### src/core/hspmc_defs.svh
/*
  Constants of the host serial port and mode control block: register
  offsets, field positions, reset values and bit-time counts.
  Assumes a 250 MHz system clock and a 32-bit classic Wishbone slave.
*/
`ifndef HSPMC_DEFS_SVH
`define HSPMC_DEFS_SVH

`define HSPMC_CLK_HZ 250000000
`define HSPMC_BAUD_FAST 19200
`define HSPMC_BAUD_SLOW 9600
`define HSPMC_BAUD_PROG 9600
`define HSPMC_DIV_FAST (`HSPMC_CLK_HZ / `HSPMC_BAUD_FAST)
`define HSPMC_DIV_SLOW (`HSPMC_CLK_HZ / `HSPMC_BAUD_SLOW)
`define HSPMC_DIV_PROG (`HSPMC_CLK_HZ / `HSPMC_BAUD_PROG)
`define HSPMC_DIV_W 16

`define HSPMC_ADR_CTRL 4'h0
`define HSPMC_ADR_STAT 4'h1
`define HSPMC_ADR_TXD 4'h2
`define HSPMC_ADR_RXD 4'h3
`define HSPMC_ADR_FEAT 4'h4

`define HSPMC_CTRL_P1EN 0
`define HSPMC_CTRL_P2EN 1
`define HSPMC_CTRL_STOP2 2
`define HSPMC_CTRL_RTSUSE 3
`define HSPMC_CTRL_CTSFORCE 4
`define HSPMC_CTRL_W 5
`define HSPMC_CTRL_RST 5'h11

`define HSPMC_FEAT_W 7
`define HSPMC_FEAT_RST 7'h00

`define HSPMC_STAT_RXV 0
`define HSPMC_STAT_TXRDY 1
`define HSPMC_STAT_PROG 2
`define HSPMC_STAT_STBY 3
`define HSPMC_STAT_P2IF 4
`define HSPMC_STAT_SLOW 5
`define HSPMC_STAT_RXERR 6

`define HSPMC_BITS 8
`define HSPMC_BIT_CNT_W 4

`endif

### src/core/hspmc_pkg.sv
/*
  Types of the host serial port and mode control block.
  Assumes hspmc_defs.svh for all numeric constants.
*/
package hspmc_pkg;
  typedef enum logic [3:0] {
    HSPMC_SER_IDLE = 4'h1,
    HSPMC_SER_START = 4'h2,
    HSPMC_SER_DATA = 4'h4,
    HSPMC_SER_STOP = 4'h8
  } hspmc_ser_t;
endpackage : hspmc_pkg

### src/core/hspmc_buf_if.sv
/*
  Valid/ready byte channel between the top block and its buffer.
  Assumes one clock shared by both ends.
*/
`timescale 1ns/10ps
interface hspmc_buf_if;
  logic valid;
  logic ready;
  logic [7:0] data;
  modport src (output valid, output data, input ready);
  modport snk (input valid, input data, output ready);
endinterface : hspmc_buf_if

### src/core/hspmc_buf2.sv
/*
  Two-entry buffer with valid/ready on both sides.
  Assumes a single clock and an asynchronous active-low reset.
*/
`timescale 1ns/10ps
module hspmc_buf2 (
  input wire logic i_clk,
  input wire logic i_nrst,
  input wire logic i_flush,
  hspmc_buf_if.snk in_ch,
  hspmc_buf_if.src out_ch
);
  typedef struct packed {
    logic [1:0][7:0] mem;
    logic rd;
    logic wr;
    logic [1:0] cnt;
  } hspmc_buf_st_t;

  hspmc_buf_st_t st_ff;
  hspmc_buf_st_t nxt_st;
  logic push;
  logic pop;

  assign in_ch.ready = (st_ff.cnt != 2'h2) && !i_flush;
  assign out_ch.valid = (st_ff.cnt != 2'h0);
  assign out_ch.data = st_ff.mem[st_ff.rd];
  assign push = in_ch.valid && in_ch.ready;
  assign pop = out_ch.valid && out_ch.ready;

  always_comb begin
    nxt_st = st_ff;
    if (push) begin
      nxt_st.mem[st_ff.wr] = in_ch.data;
      nxt_st.wr = !st_ff.wr;
    end
    if (pop) begin
      nxt_st.rd = !st_ff.rd;
    end
    nxt_st.cnt = st_ff.cnt + {1'b0, push} - {1'b0, pop};
    if (i_flush) begin
      nxt_st.cnt = 2'h0;
      nxt_st.rd = 1'b0;
      nxt_st.wr = 1'b0;
    end
  end

  always_ff @(posedge i_clk or negedge i_nrst) begin
    if (!i_nrst) begin
      st_ff <= '0;
    end else begin
      st_ff <= nxt_st;
    end
  end
endmodule : hspmc_buf2

### src/core/hspmc_top.sv
/*
  Host serial port and operating-mode control of a radio data modem (DCE).
  Software reaches control, status and data over classic Wishbone.
  Assumes all pin inputs synchronous to I_SYS_CLK, active-high pin levels.
*/
// Local design decisions: the Wishbone slave port and the register offsets.
`timescale 1ns/10ps
`include "hspmc_defs.svh"
module hspmc_top (
  input wire logic I_SYS_CLK,
  input wire logic I_NRST,
  input wire logic I_TERM_READY,
  input wire logic I_MODE_NPROG,
  input wire logic I_NARROW_CH,
  input wire logic I_PORT2_RS485,
  input wire logic I_RSSI_ABOVE,
  input wire logic I_RTS,
  input wire logic I_TX_DATA_IN_FIRST_PORT,
  input wire logic I_TX_DATA_IN_SECOND_PORT,
  input wire logic I_WB_CYC,
  input wire logic I_WB_STB,
  input wire logic I_WB_WE,
  input wire logic [3:0] I_WB_ADR,
  input wire logic [3:0] I_WB_SEL,
  input wire logic [31:0] I_WB_DAT,
  output logic [31:0] O_WB_DAT,
  output logic O_WB_ACK,
  output logic O_RX_DATA_OUT_FIRST_PORT,
  output logic O_RX_DATA_OUT_SECOND_PORT,
  output logic O_CTS,
  output logic O_CD,
  output logic O_DSR
);
  // ************************************************************
  // state
  // ************************************************************
  typedef struct packed {
    logic ack;
    logic [31:0] rdat;
    logic [`HSPMC_CTRL_W-1:0] ctrl;
    logic [`HSPMC_FEAT_W-1:0] feat;
    logic [7:0] rx_byte;
    logic rx_valid;
    logic rx_err;
    hspmc_pkg::hspmc_ser_t tx_st;
    logic [`HSPMC_DIV_W-1:0] tx_div;
    logic [`HSPMC_BIT_CNT_W-1:0] tx_cnt;
    logic [7:0] tx_sh;
    logic tx_line;
    logic tx_sel;
    hspmc_pkg::hspmc_ser_t rx_st;
    logic [`HSPMC_DIV_W-1:0] rx_div;
    logic [`HSPMC_BIT_CNT_W-1:0] rx_cnt;
    logic [7:0] rx_sh;
    logic rx_sel;
    logic p2_rs485;
    logic strap_done;
  } hspmc_st_t;

  hspmc_st_t st_ff;
  hspmc_st_t nxt_st;

  hspmc_buf_if wr_ch ();
  hspmc_buf_if tx_ch ();

  logic standby;
  logic prog_mode;
  logic use_p2;
  logic port_on;
  logic rx_in;
  logic [`HSPMC_DIV_W-1:0] bit_div;
  logic wb_req;
  logic [31:0] stat_word;

  // ************************************************************
  // mode and port selection
  // ************************************************************
  assign standby = !I_TERM_READY;
  assign prog_mode = !I_MODE_NPROG;
  // programming forces the first port; second port only when first is off
  assign use_p2 = !prog_mode && !st_ff.ctrl[`HSPMC_CTRL_P1EN]
    && st_ff.ctrl[`HSPMC_CTRL_P2EN];
  assign port_on = !standby && (prog_mode || st_ff.ctrl[`HSPMC_CTRL_P1EN]
    || st_ff.ctrl[`HSPMC_CTRL_P2EN]);
  assign rx_in = use_p2 ? I_TX_DATA_IN_SECOND_PORT : I_TX_DATA_IN_FIRST_PORT;

  // the programming speed overrides the channel strap
  always_comb begin
    if (prog_mode) begin
      bit_div = `HSPMC_DIV_W'(`HSPMC_DIV_PROG);
    end else if (I_NARROW_CH) begin
      bit_div = `HSPMC_DIV_W'(`HSPMC_DIV_SLOW);
    end else begin
      bit_div = `HSPMC_DIV_W'(`HSPMC_DIV_FAST);
    end
  end

  // ************************************************************
  // pins
  // ************************************************************
  // the idle port and a cut character both show the idle level
  assign O_RX_DATA_OUT_FIRST_PORT = (!use_p2 && !st_ff.tx_sel) ? st_ff.tx_line : 1'b1;
  assign O_RX_DATA_OUT_SECOND_PORT = (use_p2 && st_ff.tx_sel) ? st_ff.tx_line : 1'b1;
  // handshake pins are shared and independent of port choice
  assign O_CTS = !standby && (st_ff.ctrl[`HSPMC_CTRL_CTSFORCE]
    || (st_ff.ctrl[`HSPMC_CTRL_RTSUSE] ? I_RTS : wr_ch.ready));
  assign O_CD = !standby && I_RSSI_ABOVE;
  assign O_DSR = !standby;

  // ************************************************************
  // transmit buffer: software writes, serialiser drains
  // ************************************************************
  // no new request is taken while ack stands
  assign wb_req = I_WB_CYC && I_WB_STB && !st_ff.ack;
  assign wr_ch.valid = wb_req && I_WB_WE && (I_WB_ADR == `HSPMC_ADR_TXD) && I_WB_SEL[0];
  assign wr_ch.data = I_WB_DAT[7:0];
  assign tx_ch.ready = (st_ff.tx_st == hspmc_pkg::HSPMC_SER_IDLE) && port_on;

  // standby empties the buffer so no stale byte leaves later
  hspmc_buf2 u_txbuf (
    .i_clk(I_SYS_CLK),
    .i_nrst(I_NRST),
    .i_flush(standby),
    .in_ch(wr_ch),
    .out_ch(tx_ch)
  );

  always_comb begin
    stat_word = 32'h0000_0000;
    stat_word[`HSPMC_STAT_RXV] = st_ff.rx_valid;
    stat_word[`HSPMC_STAT_TXRDY] = wr_ch.ready;
    stat_word[`HSPMC_STAT_PROG] = prog_mode;
    stat_word[`HSPMC_STAT_STBY] = standby;
    stat_word[`HSPMC_STAT_P2IF] = st_ff.p2_rs485;
    stat_word[`HSPMC_STAT_SLOW] = I_NARROW_CH;
    stat_word[`HSPMC_STAT_RXERR] = st_ff.rx_err;
  end

  // ************************************************************
  // next state
  // ************************************************************
  always_comb begin
    nxt_st = st_ff;
    nxt_st.ack = 1'b0;
    // strap caught once after reset release
    if (!st_ff.strap_done) begin
      nxt_st.p2_rs485 = I_PORT2_RS485;
      nxt_st.strap_done = 1'b1;
    end
    // wishbone slave: ack one cycle after request, tx data writes wait for buffer room
    // a full buffer stalls the write so no byte is dropped
    if (wb_req && (!wr_ch.valid || wr_ch.ready)) begin
      nxt_st.ack = 1'b1;
      nxt_st.rdat = 32'h0000_0000;
      case (I_WB_ADR)
        `HSPMC_ADR_CTRL: begin
          nxt_st.rdat[`HSPMC_CTRL_W-1:0] = st_ff.ctrl;
          if (I_WB_WE && I_WB_SEL[0]) begin
            nxt_st.ctrl = I_WB_DAT[`HSPMC_CTRL_W-1:0];
          end
        end
        `HSPMC_ADR_STAT: begin
          nxt_st.rdat = stat_word;
        end
        `HSPMC_ADR_RXD: begin
          nxt_st.rdat[7:0] = st_ff.rx_byte;
        end
        `HSPMC_ADR_FEAT: begin
          nxt_st.rdat[`HSPMC_FEAT_W-1:0] = st_ff.feat;
          if (I_WB_WE && I_WB_SEL[0]) begin
            nxt_st.feat = I_WB_DAT[`HSPMC_FEAT_W-1:0];
          end
        end
        default: begin
          nxt_st.rdat = 32'h0000_0000;
        end
      endcase
    end
    // transmit serialiser toward the terminal
    case (st_ff.tx_st)
      hspmc_pkg::HSPMC_SER_IDLE: begin
        nxt_st.tx_line = 1'b1;
        if (tx_ch.valid && tx_ch.ready) begin
          // load the byte and open the start bit at once
          nxt_st.tx_sh = tx_ch.data;
          nxt_st.tx_sel = use_p2;
          nxt_st.tx_div = bit_div;
          nxt_st.tx_line = 1'b0;
          nxt_st.tx_st = hspmc_pkg::HSPMC_SER_START;
        end
      end
      hspmc_pkg::HSPMC_SER_START: begin
        if (st_ff.tx_div == `HSPMC_DIV_W'(1)) begin
          nxt_st.tx_div = bit_div;
          nxt_st.tx_line = st_ff.tx_sh[0];
          nxt_st.tx_sh = {1'b0, st_ff.tx_sh[7:1]};
          nxt_st.tx_cnt = `HSPMC_BIT_CNT_W'(`HSPMC_BITS - 1);
          nxt_st.tx_st = hspmc_pkg::HSPMC_SER_DATA;
        end else begin
          nxt_st.tx_div = st_ff.tx_div - `HSPMC_DIV_W'(1);
        end
      end
      hspmc_pkg::HSPMC_SER_DATA: begin
        if (st_ff.tx_div == `HSPMC_DIV_W'(1)) begin
          nxt_st.tx_div = bit_div;
          if (st_ff.tx_cnt == `HSPMC_BIT_CNT_W'(0)) begin
            nxt_st.tx_line = 1'b1;
            // one stop bit unless two are selected
            nxt_st.tx_cnt = st_ff.ctrl[`HSPMC_CTRL_STOP2] ? `HSPMC_BIT_CNT_W'(1)
              : `HSPMC_BIT_CNT_W'(0);
            nxt_st.tx_st = hspmc_pkg::HSPMC_SER_STOP;
          end else begin
            nxt_st.tx_line = st_ff.tx_sh[0];
            nxt_st.tx_sh = {1'b0, st_ff.tx_sh[7:1]};
            nxt_st.tx_cnt = st_ff.tx_cnt - `HSPMC_BIT_CNT_W'(1);
          end
        end else begin
          nxt_st.tx_div = st_ff.tx_div - `HSPMC_DIV_W'(1);
        end
      end
      hspmc_pkg::HSPMC_SER_STOP: begin
        if (st_ff.tx_div == `HSPMC_DIV_W'(1)) begin
          nxt_st.tx_div = bit_div;
          if (st_ff.tx_cnt == `HSPMC_BIT_CNT_W'(0)) begin
            nxt_st.tx_st = hspmc_pkg::HSPMC_SER_IDLE;
          end else begin
            nxt_st.tx_cnt = st_ff.tx_cnt - `HSPMC_BIT_CNT_W'(1);
          end
        end else begin
          nxt_st.tx_div = st_ff.tx_div - `HSPMC_DIV_W'(1);
        end
      end
      default: begin
        nxt_st.tx_st = hspmc_pkg::HSPMC_SER_IDLE;
      end
    endcase
    // receiver from the terminal, sampled mid-bit
    case (st_ff.rx_st)
      hspmc_pkg::HSPMC_SER_IDLE: begin
        // only a live port may open a character
        if (port_on && !rx_in) begin
          nxt_st.rx_div = bit_div >> 1;
          nxt_st.rx_sel = use_p2;
          nxt_st.rx_st = hspmc_pkg::HSPMC_SER_START;
        end
      end
      hspmc_pkg::HSPMC_SER_START: begin
        if (st_ff.rx_div == `HSPMC_DIV_W'(1)) begin
          nxt_st.rx_div = bit_div;
          nxt_st.rx_cnt = `HSPMC_BIT_CNT_W'(`HSPMC_BITS);
          nxt_st.rx_st = rx_in ? hspmc_pkg::HSPMC_SER_IDLE : hspmc_pkg::HSPMC_SER_DATA;
        end else begin
          nxt_st.rx_div = st_ff.rx_div - `HSPMC_DIV_W'(1);
        end
      end
      hspmc_pkg::HSPMC_SER_DATA: begin
        if (st_ff.rx_div == `HSPMC_DIV_W'(1)) begin
          nxt_st.rx_div = bit_div;
          // bits arrive least significant first
          nxt_st.rx_sh = {rx_in, st_ff.rx_sh[7:1]};
          nxt_st.rx_cnt = st_ff.rx_cnt - `HSPMC_BIT_CNT_W'(1);
          if (st_ff.rx_cnt == `HSPMC_BIT_CNT_W'(1)) begin
            nxt_st.rx_st = hspmc_pkg::HSPMC_SER_STOP;
          end
        end else begin
          nxt_st.rx_div = st_ff.rx_div - `HSPMC_DIV_W'(1);
        end
      end
      hspmc_pkg::HSPMC_SER_STOP: begin
        if (st_ff.rx_div == `HSPMC_DIV_W'(1)) begin
          nxt_st.rx_st = hspmc_pkg::HSPMC_SER_IDLE;
          // a low stop bit flags a framing fault, the byte is kept
          nxt_st.rx_byte = st_ff.rx_sh;
          nxt_st.rx_valid = 1'b1;
          nxt_st.rx_err = !rx_in;
        end else begin
          nxt_st.rx_div = st_ff.rx_div - `HSPMC_DIV_W'(1);
        end
      end
      default: begin
        nxt_st.rx_st = hspmc_pkg::HSPMC_SER_IDLE;
      end
    endcase
    // a read of rx data clears valid, a new byte in the same cycle wins
    if (wb_req && !I_WB_WE && (I_WB_ADR == `HSPMC_ADR_RXD)
        && !(st_ff.rx_st == hspmc_pkg::HSPMC_SER_STOP && st_ff.rx_div == `HSPMC_DIV_W'(1))) begin
      nxt_st.rx_valid = 1'b0;
    end
    // port switch mid-character or standby aborts both directions
    if (standby || (st_ff.rx_st != hspmc_pkg::HSPMC_SER_IDLE && st_ff.rx_sel != use_p2)) begin
      nxt_st.rx_st = hspmc_pkg::HSPMC_SER_IDLE;
    end
    // a port switch mid-character cuts the rest of it
    if (st_ff.tx_st != hspmc_pkg::HSPMC_SER_IDLE && st_ff.tx_sel != use_p2) begin
      nxt_st.tx_st = hspmc_pkg::HSPMC_SER_IDLE;
      nxt_st.tx_line = 1'b1;
    end
    if (standby) begin
      nxt_st.tx_st = hspmc_pkg::HSPMC_SER_IDLE;
      nxt_st.tx_line = 1'b1;
    end
  end

  // ************************************************************
  // registers
  // ************************************************************
  // serial lines leave reset at the idle level
  always_ff @(posedge I_SYS_CLK or negedge I_NRST) begin
    if (!I_NRST) begin
      st_ff <= '0;
      st_ff.ctrl <= `HSPMC_CTRL_RST;
      st_ff.feat <= `HSPMC_FEAT_RST;
      st_ff.tx_st <= hspmc_pkg::HSPMC_SER_IDLE;
      st_ff.rx_st <= hspmc_pkg::HSPMC_SER_IDLE;
      st_ff.tx_line <= 1'b1;
    end else begin
      st_ff <= nxt_st;
    end
  end

  // ************************************************************
  // bus outputs
  // ************************************************************

  assign O_WB_ACK = st_ff.ack;
  assign O_WB_DAT = st_ff.rdat;
endmodule : hspmc_top

### config.mk
export PLATFORM = sky130hd
export DESIGN_NAME = hspmc_top
export DESIGN_NICKNAME = d
export VERILOG_FILES = /design/src/core/hspmc_pkg.sv /design/src/core/hspmc_buf_if.sv /design/src/core/hspmc_buf2.sv /design/src/core/hspmc_top.sv
export VERILOG_INCLUDE_DIRS = /design/src /design/src/core
export SDC_FILE = /design/constraint.sdc
export NUM_CORES = 1
export LEC_CHECK = 0
export BUFFER_PORTS_ARGS = -buffer_cell sky130_fd_sc_hd__buf_2
export CORE_MARGIN = 1
export CORE_UTILIZATION = 50
export CTS_CLUSTER_SIZE = 28
export DETAILED_ROUTE_END_ITERATION = 10
export HOLD_SLACK_MARGIN = 0.06
export PLACE_DENSITY = 0.79
export SLEW_MARGIN = 0
export SYNTH_ARGS = -nofsm -noshare
export SYNTH_HDL_FRONTEND = slang
export SYNTH_SLANG_ARGS = --single-unit
### constraint.sdc
create_clock -name I_SYS_CLK -period 2.52 [get_ports I_SYS_CLK]
set_input_delay 0.126 -clock I_SYS_CLK [delete_from_list [all_inputs] [get_ports I_SYS_CLK]]
set_output_delay 0.126 -clock I_SYS_CLK [all_outputs]
set_load 0.01 [all_outputs]
* After elaboration in Yosys (flattened, before gate mapping)
Cells that the tools add are included.
** Word-level totals
- Register bits after elaboration :: 120
- Bits of input ports :: 53
- Output and inout port bits :: 38
- Word-level logic and storage cells :: 211
** Operators by class
- Add/subtract/negate cells :: 6
- $lt $le $gt $ge :: 3
- Eq/ne operators :: 44
- Multiplexer cells :: 63
- Reductions and logical operators :: 70
** Operators by type and width (number)
- 4-bit two-way mux :: 17
- 16-bit two-way mux :: 4
- 16-bit case mux with 3 select lines :: 1
- 45-bit two-way mux :: 1
- 20-bit two-way mux :: 2
- 16-bit by 1-bit == test with 1-bit output (second input constant) :: 2
- 8-bit two-way mux :: 4
- 16-bit case mux with 2 select lines :: 1
- 4-bit case mux with 4 select lines :: 2
- 16-bit by 1-bit subtractor with 16-bit output (second input constant) :: 2
- 9-bit case mux with 3 select lines :: 1
- 1-bit logical AND :: 26
- 13-bit two-way mux :: 2
- 2-bit != test (second input constant) :: 10
- 4-bit != test (second input constant) :: 5
- 5-bit case mux with 4 select lines :: 1
- 16-bit bitwise mux :: 1
- 4-bit by 1-bit == test with 1-bit output (second input constant) :: 4
- 4-bit by 2-bit == test with 1-bit output (second input constant) :: 4
- 15-bit two-way mux :: 1
- 3-bit AND reduction :: 5
- 5-bit AND reduction :: 3
- 7-bit two-way mux :: 2
- 4-bit by 3-bit == test with 1-bit output (second input constant) :: 3
- 32 further kinds :: 82

* Longest topological paths before layout
Gate-level depths: netlist of the first run.
- Word-level depth :: 10
- Mapped depth :: 11
- Gate-level depth less buffers :: 9

* Cells and area by module
From an unflattened synthesis of the first run, not the netlist that was laid out.
** Second synthesis, totals
- Cell total of the unflattened synthesis :: 694
- Area total of the unflattened synthesis :: 6950.4 um^2
** Modules (own cells, without submodules)
- hspmc_top :: instances 1, cells an instance 628, area an instance 5974.5 um^2, seq. area each 2508.7 um^2
- hspmc_buf2 :: instances 1, cells an instance 66, area an instance 975.9 um^2, seq. area each 500.5 um^2

* Least setup slack after synthesis of the first run
OpenSTA, ideal clock, no wires.
- Kind :: reg-to-reg
- Start point :: register st_ff[65] (netlist bit)
- End point :: register u_txbuf.st_ff[1] (netlist bit)
- Setup time :: 0.124 ns
- Data arrival time :: 2.321 ns
- Data required time :: 2.396 ns
- Path slack :: 0.075 ns
- Cell stages (with the launch flop) :: 12
- Buffers on the path :: 2
- Clock period less this slack :: 2.445 ns
- Path through :: dfstp_2 -> clkbuf_1 -> nor4b_4 -> o211ai_1 -> clkbuf_1 -> inv_1 -> ha_1 -> inv_1 -> ha_1 -> xor2_1 -> xnor2_1 -> nor2_1
** RTL lines
- start, declared :: RTL line hspmc_top.sv:60 : hspmc_st_t st_ff;
- start signal, assigned :: RTL line hspmc_top.sv:317 : st_ff <= nxt_st;
- end signal, assigned :: RTL line hspmc_buf2.sv:52 : st_ff <= nxt_st;
- end, declared :: RTL line hspmc_buf2.sv:20 : hspmc_buf_st_t st_ff;

* Worst setup path in the final report of the first run
- Start point :: register st_ff[50] (netlist bit)
- End point :: register st_ff[61] (netlist bit)
** Between the ends
- Cells in the longest elaborated chain, start to end :: 3
- Elaborated cells between the ends (all ways) :: 4
- Classes of those cells :: 1 x add/sub; 1 x eq/ne; 2 x mux
** Ends and longest elaborated chain
- 16-bit by 1-bit subtractor with 16-bit output / 16-bit by 1-bit == test with 1-bit output (equally long branches)
- 16-bit two-way mux (*) :: RTL line hspmc_top.sv:193, hspmc_top.sv:204, hspmc_top.sv:222
- 16-bit case mux with 2 select lines (*) :: RTL line hspmc_top.sv:180 : case (st_ff.tx_st)
Mark *: on every way between the ends. The rest lies on a longest branch, timed or not.
A chain may end at the register's enable or synchronous reset.

==> summary.md, run 1 <==
| Metric | Value |
|---|---|
| RSZ-0062 raised after global routing | false |
| Initial DRC Count | 471 |
| Synth async-reset ratio | 1.00 |
| Clock Latency Late Sink | 0.43 ns |
| Synth area leaders | dfrtp_1, mux2_2, o21ai_0 |
| Worst flop-to-flop path startpoint | st_ff[50] |
| WP depth | 7 |
| CP Launch Point | st_ff[50] |
| Diode count | 0 |
| Die width | 119 µm |
| Top layer in use | met4 |
| HP Start | I_TERM_READY |
| Area grow syn2layout | 16.4% |
| Post-route ant nets | 0 |
| CTS tree | done |
| Max-Cap Viols | 0 |
| Largest net degree at the start of global routing | 53 |
| First-pass GRT wire length | 26600 µm |
| Critical Path Start Type | flip-flop |
| WP buf/inv | 1 |
| Worst-path fanout max | 5 |
| DIE HEIGHT | 119 µm |
| Full die area | 14200 µm² |
| Worst Setup EP | st_ff[61] |
| CTS clock-pin slew for the worst setup and hold paths | 0.06 ns |
| Top_reg_cell synth | dfrtp_1 |
| Postcts setup bufs | 0 |
| Gpl congestion | 0.878 |
| Setup WS pre-CTS | 0.193 ns |
| Met2 routed WL | 8310 µm |
| Worst stage delay on the critical path | 0.43 ns |
| Synth warn | 0 |
| Final Hold Fails | 0 |
| Slew Viols, Final | 0 |
| Final instance area | 7990 µm² |
| Max_slew headroom | 0.537 |
| Wirelength per Cell | 17.2 µm |
| Vias in the first global route | 5506 |
| GRT Residual Overflow | 0 |
| DRC | 0 |
| R2R depth | 7 |
| TNS Setup | 0 ns |
| Final Cycle Share | 0.936 |
| F_max | 424 MHz |
| Compound-Gate Fraction of Synth Area | 0.166 |
| Final min period | 2.36 ns |
| Cells after synthesis | 684 |
| Avg Inst Size Synth | 10.0 µm² |
| Largest area contributor in the netlist | dfrtp_1 |
| LEAKAGE | 3.60 nW |
| Crit Path Class | reg2reg |
| WL final | 16000 µm |
| Total Power | 5.54 mW |
| Netlist cell types | 72 |
| Slew @ Worst Pin | 0.695 ns |
| Layout Nets | 808 |
| Initial Util | 0.516 |
| Drt first pass iters | 5 |
| R2r setup slk | 0.16 ns |
| Cts bufs inserted | 17 |
| Root Driver | clkbuf_16 |
| Vias | 5521 |
| Status | finished, final reports clean |
| # setup viols final | 0 |
| Final worst slack | 0.161 ns |
| Count of state elements after synthesis | 120 |
| Number of placement rows | 42 |
| CP cell instances | inv_1 -> ha_1 -> or3b_1 -> or3_1 -> nor4_1 -> a31oi_1 -> o22a_1 |
| XOR/XNOR share of the synthesized area | 0.0115 |
| Initial antenna violation count | 0 |
| Core area | 13300 µm² |
| GRT Total Usage | 0.240 |
| Adder-Cell Fraction of Synth Area | 0.0219 |
| Hold Path Class | in2reg |
| Power density cells | 694 nW/µm² |
| Critical Path RT | 2.84 ns |
| DR vias/cell | 5.92 |
| Number of synthesized flops with an enable pin | 0 |
| PortBufs | 39 |
| Clk buf depth | 2 |
| CTS Sinks | 120 |
| Slowest stage cell on the critical path | or3b_1 |
| Worst endpoint data arrival time | 2.67 ns |
| Layout cells sized above 1 | 0.242 |
| Critical R2R Capture | st_ff[61] |
| Met1 WL | 6630 µm |
| Post-DP HPWL | 10900 µm |
| Placed cell areas | 7220 µm² |
| Largest family of logic cells by synthesized area | simple AND/OR/NAND/NOR gates |
| H-Tree Level Count | 4 |
| Met3 WL | 717 µm |
| Area fraction of the dominant cell type after synthesis | 0.419 |
| Simple-gate share of the synthesized area | 0.177 |
| Register area share after synthesis | 0.438 |
| Mux cell area share after synthesis | 0.111 |
| Clock skew | 0.00471 ns |
| Cell Area, Synth | 6860 µm² |
| Peak VDD IR | 0.497 mV |
| I/O pins | 91 |
| Family with the most delay on the worst path | simple AND/OR/NAND/NOR gates |
| Crit. End Element | flip-flop |
-- synthesized netlist by cell type (all sizes together), types with 8 or more instances --
master and number:
dfrtp 115, mux2 58, buf 53, nand2 53, o21ai 53, nor2 41, inv 29, a21oi 26
nor3 19, nor4 18, a31oi 12, ha 12, clkbuf 11, mux2i 11, and2 10, nor4b 8
or4 8
-- layout by cell type, fill, tap and decap left out, types with 11 or more instances in the layout --
master           n
buf_4           31
conb_1          25
dfrtp_1        115
nand2_1         53
ha_1            12
a31oi_1         12
mux2_2          58
a21oi_1         26
inv_1           29
nor3_1          17
nor2_1          41
o21ai_0         53
dlygate4sd3_1   11
nor4_1          14
buf_2           38
mux2i_1         11
clkbuf_16       17
-- tightest hold or removal path, cell delays in order --
cell,delay (ns)
buf_2,0.10
inv_1,0.15
nor2_1,0.13
-- layout make-up --
class / count / area, µm²
Inverter: 29 / 109
Sequential cell: 120 / 3010
Clock inverter: 10 / 165
Timing Repair Buffer: 81 / 553
Multi-Input combinational cell: 494 / 3450
Fill cell: 1095 / 5310
Clock buffer: 22 / 484
Tap cell: 176 / 220
-- metal layers --
layer  vias up  global-route usage
met5         -                   0
met4         0               0.123
met3        36              0.0498
met2       164               0.409
met1      2751               0.286
li1       2570                   -
-- cells by family after synthesis --
logic type / after synthesis
AOI/OAI and AO/OA: 171
xor gates and xnor gates: 9
adders and majority gates: 12
buffers and inverters: 93
DFF: 120
muxes: 69
other: 2
and+or+nand+nor: 208
-- metrics by stage --
step	util	hold WS [ns]	std cells
detailed placement	0.543	0.193	889
floorplan	-	-0.170	707
finish	0.601	0.121	932
global placement	0.543	0.179	889
CTS	0.600	0.0825	932
global route	0.601	0.139	932
-- power by group --
| group | switching (mW) | total [mW] | internal (mW) |
|---|---|---|---|
| Combinational | 0.346 | 0.631 | 0.285 |
| Clock | 0.895 | 2.66 | 1.76 |
| Sequential | 0.180 | 2.25 | 2.07 |
-- sequential cells by signal (all words and copies together), names as in the netlist --
name	cells
O_WB_ACK	1
st_ff	91
u_txbuf.st_ff	20
O_WB_DAT	8
-- repair_timing --
item                                   in CTS  in global routing
endpoints found under the hold margin      76                  0
setup endpoints to repair                   0                 17
hold buffers                               11                  0
gates resized for setup                     0                  1
-- how the worst min path moves through the flow --
| stage | endpoint | slack (ns) | cells after the start |
|---|---|---|---|
| finish | u_txbuf.st_ff[3] | 0.12 | 3 |
| global route | st_ff[36] | 0.14 | 3 |
| CTS | st_ff[36] | 0.08 | 3 |
| detailed placement | st_ff[25] | 0.19 | 1 |
| global placement | st_ff[25] | 0.18 | 1 |
| floorplan | O_WB_ACK | -0.17 | 0 |
(Power assumes the default switching activity.)
==> inputs of run 2 (changes only) <==
--- a/config.mk
+++ b/config.mk
@@ -7,6 +7,7 @@
 export NUM_CORES = 1
 export LEC_CHECK = 0
 export BUFFER_PORTS_ARGS = -buffer_cell sky130_fd_sc_hd__buf_2
+export CORE_ASPECT_RATIO = 1.4
 export CORE_MARGIN = 1
 export CORE_UTILIZATION = 50
 export CTS_CLUSTER_SIZE = 28
==> summary.md, run 2 (synthesis results as in run 1) <==
| Metric | Value |
|---|---|
| Flop pwr share | 0.438 (+0.031) |
| CTS Sinks | 120 (unchanged) |
| Peak VDD IR | 0.551 mV (+11%) |
| Slowest stage cell on the critical path | or4b_1 |
| First-pass GRT wire length | 27000 µm (+1.5%) |
| Worst-path fanout max | 7 (+2) |
| Root Driver | clkbuf_16 |
| Gpl congestion | 0.907 (+3.4%) |
| Core area | 13400 µm² (+0.70%) |
| GRT Total Usage | 0.240 (about the same) |
| Power density cells | 654 nW/µm² (-5.8%) |
| Max-Cap Viols | 0 (unchanged) |
| Critical Path RT | 2.85 ns (about the same) |
| Crit Path Class | reg2reg |
| Largest net degree at the start of global routing | 50 (-5.7%) |
| R2R depth | 5 (-2) |
| Clock power share | 0.442 (-0.037) |
| R2r setup slk | 0.19 ns (+0.03 ns) |
| Vias | 5596 (+1.4%) |
| Area grow syn2layout | 14.9% |
| Post-route ant nets | 0 (unchanged) |
| Initial antenna violation count | 0 (unchanged) |
| Total Power | 5.16 mW (-7.0%) |
| Area of the multi-input gates | 3460 µm² (+0.36%) |
| DRC | 0 (unchanged) |
| CTS tree | done |
| Full die area | 14200 µm² (about the same) |
| Slew @ Worst Pin | 0.737 ns (+0.0423 ns) |
| Final min period | 2.33 ns (-0.0339 ns) |
| Post-Layout Cell Count | 934 (+0.21%) |
| Wirelength per Cell | 17.1 µm (-0.83%) |
| CP cell instances | nor3_1 -> and4_1 -> nor2_1 -> or4b_1 -> a21oi_1 |
| WP buf/inv | 0 (-1) |
| Initial DRC Count | 429 (-8.9%) |
| Critical Path Start Type | flip-flop |
| Commonest non-fill, non-tap cell in the layout | dfrtp_1 |
| H-Tree Level Count | 4 (unchanged) |
| Initial Util | 0.513 (-0.00357) |
| Worst stage delay on the critical path | 0.53 ns (+0.10 ns) |
| Number of placement rows | 50 (+19%) |
| TNS Setup | 0 ns (unchanged) |
| Max_slew headroom | 0.509 (-0.0282) |
| RSZ-0062 raised after global routing | false |
| Combinational power share | 0.120 (+0.006) |
| Slew Viols, Final | 0 (unchanged) |
| Diode count | 0 (unchanged) |
| Postcts setup bufs | 0 (unchanged) |
| Worst endpoint data arrival time | 2.65 ns (-0.02 ns) |
| PortBufs | 39 (unchanged) |
| WP depth | 5 (-2) |
| LEAKAGE | 3.53 nW (-1.7%) |
| Final core utilization | 0.589 (-0.0117) |
| CTS clock-pin slew for the worst setup and hold paths | 0.06 ns (about the same) |
| Vias in the first global route | 5693 (+3.4%) |
| Layout cells sized above 1 | 0.242 (about the same) |
| Dpl cells | 891 (+0.22%) |
| DR vias/cell | 5.99 (+1.1%) |
| FILL cells | 1121 (+2.4%) |
| Hold Path Class | in2reg |
| Final Hold Fails | 0 (unchanged) |
| FF+latch area | 3010 µm² (unchanged) |
| Crit. End Element | flip-flop |
| Hold_ws | 0.0940 ns (-0.0268 ns) |
| Clock Latency Late Sink | 0.41 ns (-0.02 ns) |
| Sw Ratio | 0.293 (+0.0367) |
| F_max | 430 MHz (+1.5%) |
| I/O pins | 91 (unchanged) |
| WL final | 15900 µm (-0.62%) |
| Drt first pass iters | 7 (+2) |
| Die width | 101 µm (-15%) |
| Clock skew | 0.00922 ns (+0.00451 ns) |
| WHS Path Cells | 3 (unchanged) |
| Pint | 3.64 mW (-12%) |
| Sw power | 1.51 mW (+6.4%) |
| GRT Residual Overflow | 0 (unchanged) |
| Cts bufs inserted | 17 (unchanged) |
| # setup viols final | 0 (unchanged) |
| Biggest register | st_ff |
| Final Cycle Share | 0.923 (-0.0135) |
| Clk buf depth | 2 (unchanged) |
| Most frequent cells in the layout | dfrtp_1, mux2_2, nand2_1, o21ai_0, nor2_1 |
| DIE HEIGHT | 141 µm (+18%) |
| Max reg flops | 91 (unchanged) |
| Status | finished, final reports clean |
| Post-DP HPWL | 11200 µm (+2.4%) |
| Layout Nets | 804 (-0.50%) |
| Family with the most delay on the worst path | simple AND/OR/NAND/NOR gates |
==> run 2: area by class of cell <==
class,instances,area share
clock inverter,15,0.0168
multi-input combinational,494,0.439
sequential,120,0.382
clock buffer,17,0.0539
timing repair buffer,77,0.0663
inverter,29,0.0138
tap,182,0.0289
==> run 2: through the flow <==
| step | instance area (µm²) | setup WS, ns |
|---|---|---|
| 6_report | 7890 | 0.195 |
| 5_1_grt | 7890 | 0.0413 |
| 4_1_cts | 7870 | 0.122 |
| 3_5_place_dp | 7200 | 0.148 |
| 3_3_place_gp | 7200 | 0.205 |
| 2_1_floorplan | 6950 | 0.0747 |
==> run 2: path summary, 6_finish.rpt <==
path	startpoint	end
setup / recovery	st_ff[27]	st_ff[33]
hold / removal	I_TERM_READY	st_ff[36]
setup reg to reg	st_ff[27]	st_ff[33]
hold reg to reg	st_ff[70]	st_ff[70]
max in group asynchronous	I_NRST	st_ff[65]
min in group asynchronous	I_NRST	u_txbuf.st_ff[11]
==> run 2: power by group through the flow <==
stage | clock (mW) | combinational (mW) | sequential, mW
final | 2.28 | 0.620 | 2.26
after global placement | 0 | 0.565 | 2.27
after floorplan | 0 | 0.445 | 2.23
after CTS | 2.31 | 0.616 | 2.25
after detailed placement | 0 | 0.596 | 2.28
after global routing | 2.39 | 0.687 | 2.28
==> run 2: metal layers <==
| metal | global-route usage | part of all wire |
|---|---|---|
| met5 | 0 | 0 |
| met4 | 0.108 | 0.031 |
| met3 | 0.0441 | 0.044 |
| met2 | 0.428 | 0.52 |
| met1 | 0.277 | 0.40 |
==> run 2: what timing repair did <==
action | CTS | global route
setup endpoints to repair | 0 | 14
gates resized for setup | 0 | 3
endpoints found under the hold margin | 74 | 0
hold buffers | 11 | 0
==> run 2: worst reg2reg max path, stage by stage (launching register included) <==
cell     delay (ns)
dfrtp_1        0.43
nor3_1         0.51
and4_1         0.43
nor2_1         0.17
or4b_1         0.53
a21oi_1        0.17
